===== config.mk =====
export PLATFORM = sky130hd
export DESIGN_NAME = hbis_core
export DESIGN_NICKNAME = d
export VERILOG_FILES = /design/src/hw/hbis_core_dummy_note.v /design/src/hw/hbis_buf.v /design/src/hw/hbis_core.v
export VERILOG_INCLUDE_DIRS = /design/src /design/src/hw
export SDC_FILE = /design/constraint.sdc
export NUM_CORES = 1
export LEC_CHECK = 0
export BUFFER_PORTS_ARGS = -buffer_cell sky130_fd_sc_hd__clkbuf_2
export CORE_UTILIZATION = 38
export DETAILED_ROUTE_END_ITERATION = 8
export GPL_TIMING_DRIVEN = 0
export SETUP_SLACK_MARGIN = 0.15
export SYNTH_ARGS = -nofsm -noshare
export SYNTH_HDL_FRONTEND = slang
export SYNTH_SLANG_ARGS = --single-unit

===== constraint.sdc =====
create_clock -name ref_clk -period 5.1 [get_ports ref_clk]
set_input_delay 0.255 -clock ref_clk [delete_from_list [all_inputs] [get_ports ref_clk]]
set_output_delay 0.255 -clock ref_clk [all_outputs]
set_load 0.02 [all_outputs]

===== src/hw/hbis_map.vh =====
// Constants for the host bus interface select block.
// Assumes inclusion by hbis_core.v and hbis_buf.v only.
`ifndef HBIS_MAP_VH
`define HBIS_MAP_VH
// Strap codes
`define HBIS_STRAP_P16 4'h2
`define HBIS_STRAP_P8 4'h3
`define HBIS_STRAP_P18 4'hA
`define HBIS_STRAP_P9 4'hB
`define HBIS_STRAP_SPI_HI 3'h2
// Internal mode codes
`define HBIS_M_NONE 3'h0
`define HBIS_M_P8 3'h1
`define HBIS_M_P9 3'h2
`define HBIS_M_P16 3'h3
`define HBIS_M_P18 3'h4
`define HBIS_M_SPI 3'h5
// Pin vector layout
`define HBIS_PIN_W 28
`define HBIS_PIN_DATA_LO 0
`define HBIS_PIN_RD 18
`define HBIS_PIN_WR 19
`define HBIS_PIN_REGSEL 20
`define HBIS_PIN_CS 21
`define HBIS_PIN_ID 22
`define HBIS_PIN_STRAP_LO 23
`define HBIS_PIN_TLOW 26
`define HBIS_PIN_RSTN 27
`define HBIS_PIN_RST_VAL 28'h03FFFFF
// Serial start byte fields, last bit index and read shift MSB
`define HBIS_SB_CODE_HI 7
`define HBIS_SB_CODE_LO 3
`define HBIS_SB_ID 2
`define HBIS_SB_REGSEL 1
`define HBIS_SB_RW 0
`define HBIS_SPI_LAST_BIT 3'h7
`define HBIS_SPI_RD_MSB 15
// Serial phases
`define HBIS_PH_START 2'h0
`define HBIS_PH_DATA 2'h1
`define HBIS_PH_IGN 2'h2
`endif


===== src/hw/hbis_core_dummy_note.v =====
`timescale 1ns/10ps


===== src/hw/hbis_buf.v =====
// Two-entry valid/ready buffer for captured host writes.
// Assumes one clock, synchronous active-high reset and a clock enable.
`timescale 1ns/10ps
`include "hbis_map.vh"
module hbis_buf #(
  parameter W = 19,
  parameter DEPTH = 2,
  parameter AW = 1
) (
  input wire ref_clk,
  input wire rst,
  input wire clk_en,
  input wire in_valid,
  output wire in_ready,
  input wire [W-1:0] in_data,
  output wire out_valid,
  input wire out_ready,
  output wire [W-1:0] out_data
);
  reg [W-1:0] mem_r [0:DEPTH-1];
  reg [AW-1:0] wp_r;
  reg [AW-1:0] rp_r;
  reg [AW:0] cnt_r;
  wire push;
  wire pop;
  assign in_ready = (cnt_r != DEPTH[AW:0]);
  assign out_valid = (cnt_r != {(AW+1){1'b0}});
  assign out_data = mem_r[rp_r];
  assign push = in_valid && in_ready;
  assign pop = out_valid && out_ready;
  always @(posedge ref_clk) begin
    if (rst) begin
      wp_r <= {AW{1'b0}};
      rp_r <= {AW{1'b0}};
      cnt_r <= {(AW+1){1'b0}};
    end else if (clk_en) begin
      if (push) begin
        mem_r[wp_r] <= in_data;
        wp_r <= (wp_r == DEPTH[AW-1:0] - 1'b1) ? {AW{1'b0}} : wp_r + 1'b1;
      end
      if (pop) begin
        rp_r <= (rp_r == DEPTH[AW-1:0] - 1'b1) ? {AW{1'b0}} : rp_r + 1'b1;
      end
      if (push && !pop) begin
        cnt_r <= cnt_r + 1'b1;
      end else if (pop && !push) begin
        cnt_r <= cnt_r - 1'b1;
      end
    end
  end
endmodule


===== src/hw/hbis_core.v =====
// Host bus front end: strap decode, parallel strobe bus and serial link.
// Assumes all pin inputs are asynchronous to ref_clk; the host holds
// strobes and data long enough for the three-stage filter to see them.
`timescale 1ns/10ps
`include "hbis_map.vh"
module hbis_core #(
  parameter W = 18,
  parameter [4:0] SPI_DEV_CODE = 5'h0E
) (
  input wire ref_clk,
  input wire rst,
  input wire clk_en,
  input wire reset_n_pin,
  input wire [2:0] mode_strap_pins,
  input wire mode_strap_id_pin,
  input wire tied_low_input,
  input wire cs_n,
  input wire register_select,
  input wire wr_n_scl,
  input wire rd_n,
  input wire [W-1:0] parallel_data_bus_in,
  output reg [W-1:0] parallel_data_bus_out,
  output reg [W-1:0] parallel_data_bus_oe_n,
  output reg [2:0] host_mode,
  output reg mode_forbidden,
  output reg serial_id,
  output reg dev_in_reset,
  output wire wr_valid,
  input wire wr_ready,
  output wire [W-1:0] wr_data,
  output wire wr_regsel,
  output reg wr_overrun,
  output reg rd_strobe,
  output reg rd_regsel,
  input wire [W-1:0] status_word,
  input wire [W-1:0] ctrl_word
);
  // SPI_DEV_CODE value is arbitrary.
  reg [`HBIS_PIN_W-1:0] s1_r;
  reg [`HBIS_PIN_W-1:0] s2_r;
  reg [`HBIS_PIN_W-1:0] s3_r;
  reg [`HBIS_PIN_W-1:0] f_r;
  reg [`HBIS_PIN_W-1:0] fd_r;
  wire [`HBIS_PIN_W-1:0] pins;
  wire [`HBIS_PIN_W-1:0] f_nxt;
  assign pins = {reset_n_pin, tied_low_input, mode_strap_pins, mode_strap_id_pin,
                 cs_n, register_select, wr_n_scl, rd_n, parallel_data_bus_in};

  // Each pin settles once the second and third stages agree
  genvar gi;
  generate
    for (gi = 0; gi < `HBIS_PIN_W; gi = gi + 1) begin : g_flt
      assign f_nxt[gi] = (s2_r[gi] == s3_r[gi]) ? s3_r[gi] : f_r[gi];
    end
  endgenerate

  always @(posedge ref_clk) begin
    if (rst) begin
      s1_r <= `HBIS_PIN_RST_VAL;
      s2_r <= `HBIS_PIN_RST_VAL;
      s3_r <= `HBIS_PIN_RST_VAL;
      f_r <= `HBIS_PIN_RST_VAL;
      fd_r <= `HBIS_PIN_RST_VAL;
    end else if (clk_en) begin
      s1_r <= pins;
      s2_r <= s1_r;
      s3_r <= s2_r;
      f_r <= f_nxt;
      fd_r <= f_r;
    end
  end

  wire [W-1:0] f_data = f_r[`HBIS_PIN_DATA_LO +: W];
  wire f_cs_n = f_r[`HBIS_PIN_CS];
  wire f_regsel = f_r[`HBIS_PIN_REGSEL];
  wire f_rd_n = f_r[`HBIS_PIN_RD];
  wire f_rstn = f_r[`HBIS_PIN_RSTN];
  wire f_ser_in = f_r[`HBIS_PIN_DATA_LO];
  wire wr_rise = f_r[`HBIS_PIN_WR] && !fd_r[`HBIS_PIN_WR];
  wire wr_fall = !f_r[`HBIS_PIN_WR] && fd_r[`HBIS_PIN_WR];
  wire rd_fall = !f_rd_n && fd_r[`HBIS_PIN_RD];
  wire hw_rst = rst || !f_rstn;
  wire is_spi = (host_mode == `HBIS_M_SPI);
  wire is_par = !is_spi && (host_mode != `HBIS_M_NONE);
  wire sel = !f_cs_n;

  function [2:0] mode_dec;
    input [3:0] s;
    begin
      if (s[3:1] == `HBIS_STRAP_SPI_HI) begin
        mode_dec = `HBIS_M_SPI;
      end else begin
        case (s)
          `HBIS_STRAP_P16: mode_dec = `HBIS_M_P16;
          `HBIS_STRAP_P8: mode_dec = `HBIS_M_P8;
          `HBIS_STRAP_P18: mode_dec = `HBIS_M_P18;
          `HBIS_STRAP_P9: mode_dec = `HBIS_M_P9;
          default: mode_dec = `HBIS_M_NONE;
        endcase
      end
    end
  endfunction

  // Lanes to packed word, low-justified
  function [17:0] pack;
    input [2:0] m;
    input [17:0] d;
    begin
      case (m)
        `HBIS_M_P18: pack = d;
        `HBIS_M_P16: pack = {2'h0, d[17:10], d[8:1]};
        `HBIS_M_P9: pack = {9'h000, d[17:9]};
        `HBIS_M_P8: pack = {10'h000, d[17:10]};
        default: pack = 18'h00000;
      endcase
    end
  endfunction

  // Packed word to lanes, with the lanes the mode drives
  function [35:0] spread;
    input [2:0] m;
    input [17:0] w;
    begin
      case (m)
        `HBIS_M_P18: spread = {18'h3FFFF, w};
        `HBIS_M_P16: spread = {18'h3FDFE, w[15:8], 1'b0, w[7:0], 1'b0};
        `HBIS_M_P9: spread = {18'h3FE00, w[8:0], 9'h000};
        `HBIS_M_P8: spread = {18'h3FC00, w[7:0], 10'h000};
        default: spread = 36'h000000000;
      endcase
    end
  endfunction

  // Straps follow the pins while held in reset, frozen afterwards
  wire [3:0] f_straps = f_r[`HBIS_PIN_ID +: 4];
  always @(posedge ref_clk) begin
    if (rst) begin
      host_mode <= `HBIS_M_NONE;
      mode_forbidden <= 1'b1;
      serial_id <= 1'b0;
      dev_in_reset <= 1'b1;
    end else if (clk_en) begin
      dev_in_reset <= !f_rstn;
      if (!f_rstn) begin
        host_mode <= mode_dec(f_straps);
        mode_forbidden <= (mode_dec(f_straps) == `HBIS_M_NONE);
        serial_id <= f_straps[0];
      end
    end
  end

  // Capture and serial engine
  reg push_r;
  reg [W:0] push_d_r;
  reg [1:0] ph_r;
  reg [2:0] bit_r;
  reg [7:0] shin_r;
  reg spi_rw_r;
  reg spi_regsel_r;
  reg [15:0] shout_r;
  reg so_r;
  wire in_ready;
  wire [7:0] nb = {shin_r[6:0], f_ser_in};
  wire [W-1:0] rd_sel = f_regsel ? ctrl_word : status_word;
  // Serial reads pick the register from the start byte, not the pin
  wire [W-1:0] ser_sel = nb[`HBIS_SB_REGSEL] ? ctrl_word : status_word;
  wire [35:0] lanes = spread(host_mode, rd_sel);

  always @(posedge ref_clk) begin
    if (hw_rst) begin
      push_r <= 1'b0;
      push_d_r <= {(W+1){1'b0}};
      ph_r <= `HBIS_PH_START;
      bit_r <= 3'h0;
      shin_r <= 8'h00;
      spi_rw_r <= 1'b0;
      spi_regsel_r <= 1'b0;
      shout_r <= 16'h0000;
      so_r <= 1'b0;
      wr_overrun <= 1'b0;
      rd_strobe <= 1'b0;
      rd_regsel <= 1'b0;
      parallel_data_bus_out <= {W{1'b0}};
      parallel_data_bus_oe_n <= {W{1'b1}};
    end else if (clk_en) begin
      push_r <= 1'b0;
      rd_strobe <= 1'b0;
      wr_overrun <= push_r && !in_ready;
      if (is_par && sel && wr_rise) begin
        push_r <= 1'b1;
        push_d_r <= {f_regsel, pack(host_mode, f_data)};
      end
      if (is_par && sel && rd_fall) begin
        rd_strobe <= 1'b1;
        rd_regsel <= f_regsel;
      end
      if (!is_spi || !sel) begin
        ph_r <= `HBIS_PH_START;
        bit_r <= 3'h0;
        spi_rw_r <= 1'b0;
      end else if (wr_rise) begin
        shin_r <= nb;
        bit_r <= bit_r + 3'h1;
        if (bit_r == `HBIS_SPI_LAST_BIT) begin
          if (ph_r == `HBIS_PH_START) begin
            if (nb[`HBIS_SB_CODE_HI:`HBIS_SB_CODE_LO] == SPI_DEV_CODE &&
                nb[`HBIS_SB_ID] == serial_id) begin
              ph_r <= `HBIS_PH_DATA;
              spi_regsel_r <= nb[`HBIS_SB_REGSEL];
              spi_rw_r <= nb[`HBIS_SB_RW];
              shout_r <= ser_sel[15:0];
              rd_strobe <= nb[`HBIS_SB_RW];
              rd_regsel <= nb[`HBIS_SB_REGSEL];
            end else begin
              ph_r <= `HBIS_PH_IGN;
            end
          end else if (ph_r == `HBIS_PH_DATA && !spi_rw_r) begin
            push_r <= 1'b1;
            push_d_r <= {spi_regsel_r, {(W-8){1'b0}}, nb};
          end
        end
      end else if (wr_fall && ph_r == `HBIS_PH_DATA && spi_rw_r) begin
        so_r <= shout_r[`HBIS_SPI_RD_MSB];
        shout_r <= {shout_r[14:0], 1'b0};
      end
      // Output drive: low enable means the lane is driven
      if (is_par && sel && !f_rd_n) begin
        parallel_data_bus_out <= lanes[W-1:0];
        parallel_data_bus_oe_n <= ~lanes[35:18];
      end else if (is_spi && sel && ph_r == `HBIS_PH_DATA && spi_rw_r) begin
        parallel_data_bus_out <= {{(W-2){1'b0}}, so_r, 1'b0};
        parallel_data_bus_oe_n <= {{(W-2){1'b1}}, 1'b0, 1'b1};
      end else begin
        parallel_data_bus_out <= {W{1'b0}};
        parallel_data_bus_oe_n <= {W{1'b1}};
      end
    end
  end

  wire [W:0] out_d;
  hbis_buf #(.W(W+1), .DEPTH(2), .AW(1)) u_buf (
    .ref_clk(ref_clk),
    .rst(hw_rst),
    .clk_en(clk_en),
    .in_valid(push_r),
    .in_ready(in_ready),
    .in_data(push_d_r),
    .out_valid(wr_valid),
    .out_ready(wr_ready),
    .out_data(out_d)
  );
  assign wr_data = out_d[W-1:0];
  assign wr_regsel = out_d[W];
endmodule


# Word level (Yosys, flattened, before mapping)
# Memories as Yosys holds them, arrays and structs flattened. A register that Yosys moved wholly into a read port is not among the register bits.
# Cells that the tools add are included.
word_totals:
  reg_bits: 231
  latchBits: 0
  ramBits: 38
  rom_bits: 0
  inputBits: 68
  output_inout_bits: 65
  word_cells: 251
  n_memories: 1
op_classes:
  addsub: 5
  mul: 0
  div: 0
  order_cmp: 0
  eq_ne: 45
  shift: 0
  mux: 64
  n_bitwise: 4
  reduce_logical: 80
mem_list:
  columns: ["memory", "words", "word_bits", "rd", "rd_clocked_by_memory_dff", "wr", "line", "rtl"]
  rows:
  - ["u_buf.mem_r", 2, 19, 1, 1, 1, "hbis_buf.v:20", "reg [W-1:0] mem_r [0:DEPTH-1];"]
ops:
  columns: ["cell", "count"]
  rows:
  - ["$pmux 36 s4", 1]
  - ["$mux 19", 6]
  - ["$mux 16", 6]
  - ["$pmux 18 s4", 1]
  - ["$reduce_and 2->1", 32]
  - ["$mux 18", 3]
  - ["$mux 1", 31]
  - ["$eq 1x1->1", 28]
  - ["$logic_and 1x1->1", 20]
  - ["$mux 2", 9]
  - ["$mux 3", 6]
  - ["$not 18->18", 1]
  - ["$reduce_bool 2->1", 7]
  - ["$pmux 3 s4", 1]
  - ["$reduce_and 6->1", 2]
  - ["$logic_not 1->1", 10]
  - ["$eq 3x2->1 const B", 3]
  - ["$eq 3x3->1 const B", 3]
  - ["$eq 4x2->1 const B", 2]
  - ["$eq 4x4->1 const B", 2]
  - ["$reduce_and 4->1", 2]
  - ["$ne 2x1->1 const B", 3]
  - ["$eq 5x4->1 const B", 1]
  - ["$reduce_and 5->1", 1]
  - ["other kinds (13)", 17]

# Longest topological paths before layout
# Gate-level depths: netlist of the first run.
logic_depth:
  depth_word: 11
  mapped_depth: 8
  ltp_nobuf: 7

# Hierarchy
# From an unflattened synthesis of the first run, not the netlist that was laid out.
hier_totals:
  cells_unflattened: 1072
  area_unflattened_um2: 10572.6
modules_own_cells:
  columns: ["module", "instances", "cells_each", "area_per_inst_um2", "seq_area_each_um2"]
  rows:
  - ["hbis_core", 1, 984, 8917.3, 3863.7]
  - ["hbis_buf", 1, 88, 1655.3, 1241.2]

# Worst setup path after synthesis of the first run
# Ideal clock, no wire load.
synth_path:
  kind: "input to register"
  from: "input clk_en"
  to: "memory u_buf.mem_r[0][0] (enable)"
  setup_ns: 0.419
  arrival_ns: 2.423
  t_required_ns: 4.681
  slack_ns: 2.258
  stages: 4
  n_path_buf: 2
  path_cell_list: "clkbuf_1 -> clkbuf_1 -> nand3_1 -> nor3_1"
synth_via:
  elab_chain_len: 3
synth_rtl:
  columns: ["element", "line", "rtl"]
  rows:
  - ["start, declared", "hbis_core.v:12", "input wire clk_en,"]
  - ["$mux 1", "hbis_buf.v:36", "end else if (clk_en) begin"]
  - ["$mux 1", "hbis_buf.v:32", "if (rst) begin"]
  - ["$mux 1 (implied by the code)", "hbis_buf.v:38", "mem_r[wp_r] <= in_data;"]
  - ["end, declared", "hbis_buf.v:20", null]
# No other way between the ends.

==> impl_metrics.csv, run 1 <==
group,metric,value,unit
run_status,status,"complete, no violations",
layout,final_cell_mix,"dfxtp_1, clkbuf_2, mux2i_1, clkbuf_1, nor2_1",
power_and_ir_drop,p_clk_share,47.1,%
route,drc,0,
clock_tree,clk_latency,520,ps
die,die_x,168,um
setup_path,crit_path_max_incr_delay,510,ps
layout,final_common_cell,"dfxtp_1",
sta,tns,0,ps
sta,period_needed,2600,ps
clock_tree,clockRootBuffer,"clkbuf_16",
grt,grt_pass1_wl,44400,um
synth,synth-simple-area-share,16.6,%
synth,post_synth_mux_area_share,10.0,%
sta,relSlewSlack,19.0,%
grt,use_met3,2.77,%
synth,ys_seq_elements,236,
die,die_h,168,um
clock_tree,cts_made_buffers,26,
layout,post-route-util,47.3,%
synth,synth-edff-count,38,
synth,synth_xor_area_share,0.670,%
setup_path,crit_chain,"clkbuf_1 -> buf_1 -> mux2_2 -> clkbuf_2",
place,place_area,0.0116,mm2
grt,top_usage_layer,"met2",
place,hpwlAfterDp,20200,um
clock_tree,cts_sinks,236,
sta,worstMarginPinSlew,1200,ps
synth,ys.flop_type,"dfxtp_1",
setup_path,worstPathArrival,2350,ps
layout,insertedDiodeCount,0,
layout,fin_area,0.0127,mm2
grt,gr-usage-met1,27.1,%
setup_path,crit_fanout,10,
power_and_ir_drop,p_per_area,324,mW/mm2
clock_tree,cts_tree,"built",
route,wirelength,27500,um
setup_path,cp-start-kind,"flip-flop",
route,drt_iter0_markers,589,
grt,track_usage,19.6,%
layout,drive_above_1_share,18.3,%
power_and_ir_drop,swShare,21.3,%
flow_run,cap_violations,0,
place,placedCellCount,1540,
synth,ys_seq_area_share,48.8,%
setup_path,worstSetupEndpointType,"output port",
route,vias,8558,
layout,area_growth_syn_to_layout,21.9,%
die,coreArea,0.0270,mm2
sta,timing.final.crit_share,51.0,%
sta,slew_violations,0,
clock_tree,htree_levels,1,
route,ant_nets,0,
sta,fmax,0.384,GHz
die,die-area,0.0282,mm2
synth,yosysWarnings,0,
setup_path,r2r_setup_slack,2710,ps
route,viasPerCell,5.30,
route,wl_per_cell,17.0,um
layout,fin_cells,1615,
grt,antenna_found_initial,0,
synth,postSynthNetCount,1137,
min_path,min_path_type,"primary input to flip-flop",
synth,syn_inst,1066,
grt,grt_pass1_vias,8121,
setup_path,critPathKind,"flip-flop to output port",
layout,nFillCells,2560,
clock_tree,cts_buffer_depth,3,
synth,synth_top_family_by_area,"compound AO/OA/AOI/OAI gates",
place,gp_congestion,0.896,
die,start_util,38.8,%
clock_tree,cts.clk_slew.worst_paths,60,ps
power_and_ir_drop,power.leakage,4.81,nW
power_and_ir_drop,cell_internal_pwr,0.00325,W
grt,overflow,0,
place,numPortBuffers,131,
sta,rsz0062_at_grt,"no",
synth,async_flop_share,0,%
grt,grt_max_degree,14,
power_and_ir_drop,pwr-share-seq,47.3,%
power_and_ir_drop,peakVddDrop,0.000248,V
die,fp-row-count,60,
sta,setup_viol,0,
grt,use_met2,31.6,%
sta,hold_viol,0,
setup_path,cp_data_required_time,4850,ps
clock_tree,postCtsSetupRepairBufs,0,
power_and_ir_drop,pwr-share-comb,5.5,%
die,io_pins,133,
synth,synth_fa_ha_area_share,0.359,%
synth,synth_compound_area_share,19.0,%
sta,fin_skew,9.14,ps
synth,avgSynthCellArea,9.81,um2
route,dr.pass1.iters,7,
synth,syn_area,0.0105,mm2
power_and_ir_drop,switchingPower,0.000881,W
synth,ys_types,58,
layout,nets,1325,
setup_path,critPathSlowestCell,"buf_1",
## worst max-delay path, delay by kind of cell (launching register included)
kind / cells / cell delay, ps
flip-flops: 1 / 300
multiplexers: 1 / 400
buffers and inverters: 3 / 1110
## synth_stat cells, types with 26 or more instances
cell type,number,area (um2)
mux2i_1,81,811
o22ai_1,26,163
clkbuf_1,67,251
nand2b_1,31,194
a211o_1,68,596
o21ai_0,40,200
nor2b_1,50,313
nand2_1,71,267
edfxtp_1,38,1140
dfxtp_1,198,3960
a21oi_1,61,305
nor2_1,74,278
and2_1,29,181
## final timing paths
path                               from                       end  depth (start not counted)
setup / recovery              flip-flop                wr_data[5]                          4
hold / removal                 wr_ready                 flip-flop                          4
setup reg to reg  bit_r[0]$_SDFFE_PP0P_  push_d_r[0]$_SDFFE_PP0P_                          6
hold reg to reg   s1_r[21]$_SDFFE_PP1P_     s2_r[21]$_SDFFE_PP1P_                          1
## sequential cells by signal (all words and copies together) (netlist names), 2 cells and up, named ones only
register,cells
shout_r,16
u_buf.cnt_r,2
parallel_data_bus_oe_n,5
s2_r,27
shin_r,7
host_mode,3
fd_r,2
s1_r,27
u_buf.mem_r,38
bit_r,3
push_d_r,19
s3_r,27
parallel_data_bus_out,18
f_r,27
ph_r,2
## per-stage QoR
stage               setup slack (ps)  hold slack, ps  total power, W
floorplan                       2260             377         0.00212
detailed placement              2060             448         0.00221
global route                    2300             132         0.00429
CTS                             2400             100         0.00417
finish                          2500             102         0.00413
global placement                 765             441         0.00221
## power by group through the flow
stage	Clock (W)	Sequential (W)	Combinational [W]
after global placement	0	0.00200	0.000210
final	0.00195	0.00196	0.000228
after global routing	0.00207	0.00196	0.000252
after CTS	0.00199	0.00196	0.000229
after floorplan	0	0.00199	0.000137
after detailed placement	0	0.00200	0.000212
## cell families after synthesis
logic type | Yosys count
and+or+nand+nor | 327
xor gates and xnor gates | 8
buffers and inverters | 105
adders and majority gates | 3
DFF | 236
AOI/OAI and AO/OA | 285
muxes | 102
## per-layer routing
| layer | up-vias | part of all wire [%] |
|---|---|---|
| met1 | 4042 | 47 |
| met2 | 222 | 45 |
| met4 | 0 | 2.9 |
| met5 | - | 0 |
| li1 | 4244 | - |
| met3 | 50 | 4.5 |
## cell type report
cell class / count / area (um2) / area share [%]
Sequential cell: 236 / 5100 / 40.1
Multi-Input combinational cell: 725 / 4890 / 38.4
Timing Repair Buffer: 160 / 948 / 7.44
Clock buffer: 40 / 753 / 5.91
Buffer: 100 / 448 / 3.52
Tap cell: 341 / 427 / 3.35
Clock inverter: 8 / 150 / 1.18
Inverter: 5 / 18.8 / 0.147
## timing repair
item	CTS	global route
hold buffers	27	0
setup endpoints to repair	0	0
gates resized for setup	0	0
hold endpoints to repair	27	0
(Power assumes the default switching activity.)
==> inputs of run 2 (changes only) <==
clock period = 2.6 ns   (was 5.1 ns; I/O delays follow)
==> impl_metrics.csv, run 2 (synthesis gave the netlist of run 1 again) <==
group,metric,value,unit
grt,grt_max_degree,14,
grt,grt_pass1_vias,8126,
route,vias,8534,
grt,track_usage,19.6,%
clock_tree,clockRootBuffer,"clkbuf_16",
sta,rsz0062_at_grt,"yes",
setup_path,worstPathArrival,2600,ps
power_and_ir_drop,peakVddDrop,0.000485,V
setup_path,cp_data_required_time,2820,ps
place,gp_congestion,0.896,
sta,slew_violations,0,
place,place_area,0.0116,mm2
layout,final_cell_mix,"dfxtp_1, clkbuf_2, mux2i_1, clkbuf_1, nor2_1",
layout,drive_above_1_share,18.7,%
die,fp-row-count,60,
die,die_x,168,um
route,dr.pass1.iters,6,
route,ant_nets,0,
sta,setup_viol,0,
route,viasPerCell,5.28,
die,io_pins,133,
flow_run,cap_violations,0,
sta,worstMarginPinSlew,1090,ps
sta,tns,0,ps
layout,area_growth_syn_to_layout,22.1,%
layout,nets,1326,
route,drt_iter0_markers,562,
clock_tree,cts_tree,"built",
sta,fin_skew,12.3,ps
die,coreArea,0.0270,mm2
grt,overflow,0,
layout,nFillCells,2559,
setup_path,cp-start-kind,"primary input",
power_and_ir_drop,p_per_area,636,mW/mm2
route,wl_per_cell,17.1,um
clock_tree,cts_buffer_depth,3,
die,start_util,38.8,%
place,hpwlAfterDp,20200,um
route,drc,0,
clock_tree,cts.clk_slew.worst_paths,60,ps
setup_path,critPathKind,"primary input to flip-flop",
power_and_ir_drop,power.leakage,4.83,nW
sta,fmax,0.420,GHz
sta,period_needed,2380,ps
clock_tree,cts_sinks,236,
layout,fin_area,0.0128,mm2
run_status,status,"complete, no violations",
sta,timing.final.crit_share,91.5,%
grt,antenna_found_initial,0,
layout,regMostFlops,"u_buf.mem_r",
die,die_h,168,um
route,wirelength,27600,um
layout,insertedDiodeCount,0,
layout,final_common_cell,"dfxtp_1",
grt,grt_pass1_wl,44400,um
die,die-area,0.0282,mm2
clock_tree,htree_levels,1,
sta,relSlewSlack,27.0,%
place,numPortBuffers,131,
setup_path,crit_fanout,12,
min_path,min_path_type,"primary input to flip-flop",
clock_tree,clk_latency,530,ps
sta,hold_viol,0,
clock_tree,cts_made_buffers,26,
setup_path,worstSetupEndpointType,"flip-flop",
layout,largest_reg_flops,38,
[run 2: cell types whose count changed in the layout (fill, tap and decap cells not counted)]
cell	before	now
nor4_1	4	2
buf_2	13	14
buf_1	6	5
clkbuf_2	131	133
nor4_2	2	4
clkbuf_1	76	74
dlygate4sd3_1	27	28
[run 2: repair_timing]
item | 4_1_cts | 5_1_grt
resized for setup | 1 | 6
endpoints found under the setup margin | 10 | 40
hold buffers | 28 | 0
buffers inserted | 0 | 0
hold endpoints to repair | 29 | 0
[run 2: routing by layer]
| layer | track usage (%) | vias to the layer above | routed length [um] |
|---|---|---|---|
| li1 | - | 4243 | - |
| met1 | 27.0 | 4053 | 13000 |
| met2 | 31.6 | 195 | 12500 |
| met3 | 2.80 | 43 | 1270 |
| met4 | 6.46 | 0 | 760 |
| met5 | 0 | - | 0 |
[run 2: through the flow]
stage          hold WS (ps)  instances  setup WS, ps  total power [W]  util, %
6_report               64.0       1616           221          0.00812     47.4
3_3_place_gp            335       1538         -1610          0.00433     42.8
3_5_place_dp            341       1540          -314          0.00433     42.9
5_1_grt                87.4       1616          36.0          0.00841     47.4
2_1_floorplan           252       1066          -117          0.00417        -
4_1_cts                56.4       1616           213          0.00819     47.3
[run 2: worst paths after layout]
path | cells after the start | start | end | slack [ps]
hold reg to reg | 1 | s1_r[21]$_SDFFE_PP1P_ | s2_r[21]$_SDFFE_PP1P_ | 460
hold / removal | 5 | status_word[10] | shout_r[10]$_SDFFE_PP0P_ | 60
setup reg to reg | 5 | f_r[27]$_SDFFE_PP0P_ | u_buf.mem_r[1][4]$_DFFE_PP_ | 310
setup / recovery | 6 | clk_en | u_buf.mem_r[1][4]$_DFFE_PP_ | 220
[run 2: cell type report]
cell class | count | area, um2 | share of cell area [%]
tap | 341 | 427 | 3.34
clock buffer | 40 | 753 | 5.90
sequential | 236 | 5100 | 40.0
buffer | 100 | 452 | 3.54
inverter | 5 | 18.8 | 0.147
clock inverter | 8 | 150 | 1.18
timing repair buffer | 161 | 958 | 7.51
multi-input combinational | 725 | 4900 | 38.4
[run 2: power by group]
group / leakage [nW] / internal (W) / total, W / switching [W]
registers: 1.90 / 0.00378 / 0.00384 / 0.0000541
logic: 2.49 / 0.000209 / 0.000449 / 0.000240
clock network: 0.440 / 0.00239 / 0.00383 / 0.00144
total: 4.83 / 0.00638 / 0.00812 / 0.00174
[run 2: worst max-delay path: stages]
cell and delay, ps:
clkbuf_2 210, clkbuf_1 510, clkbuf_1 550, nand3_1 320, nor3_2 610, buf_6 260
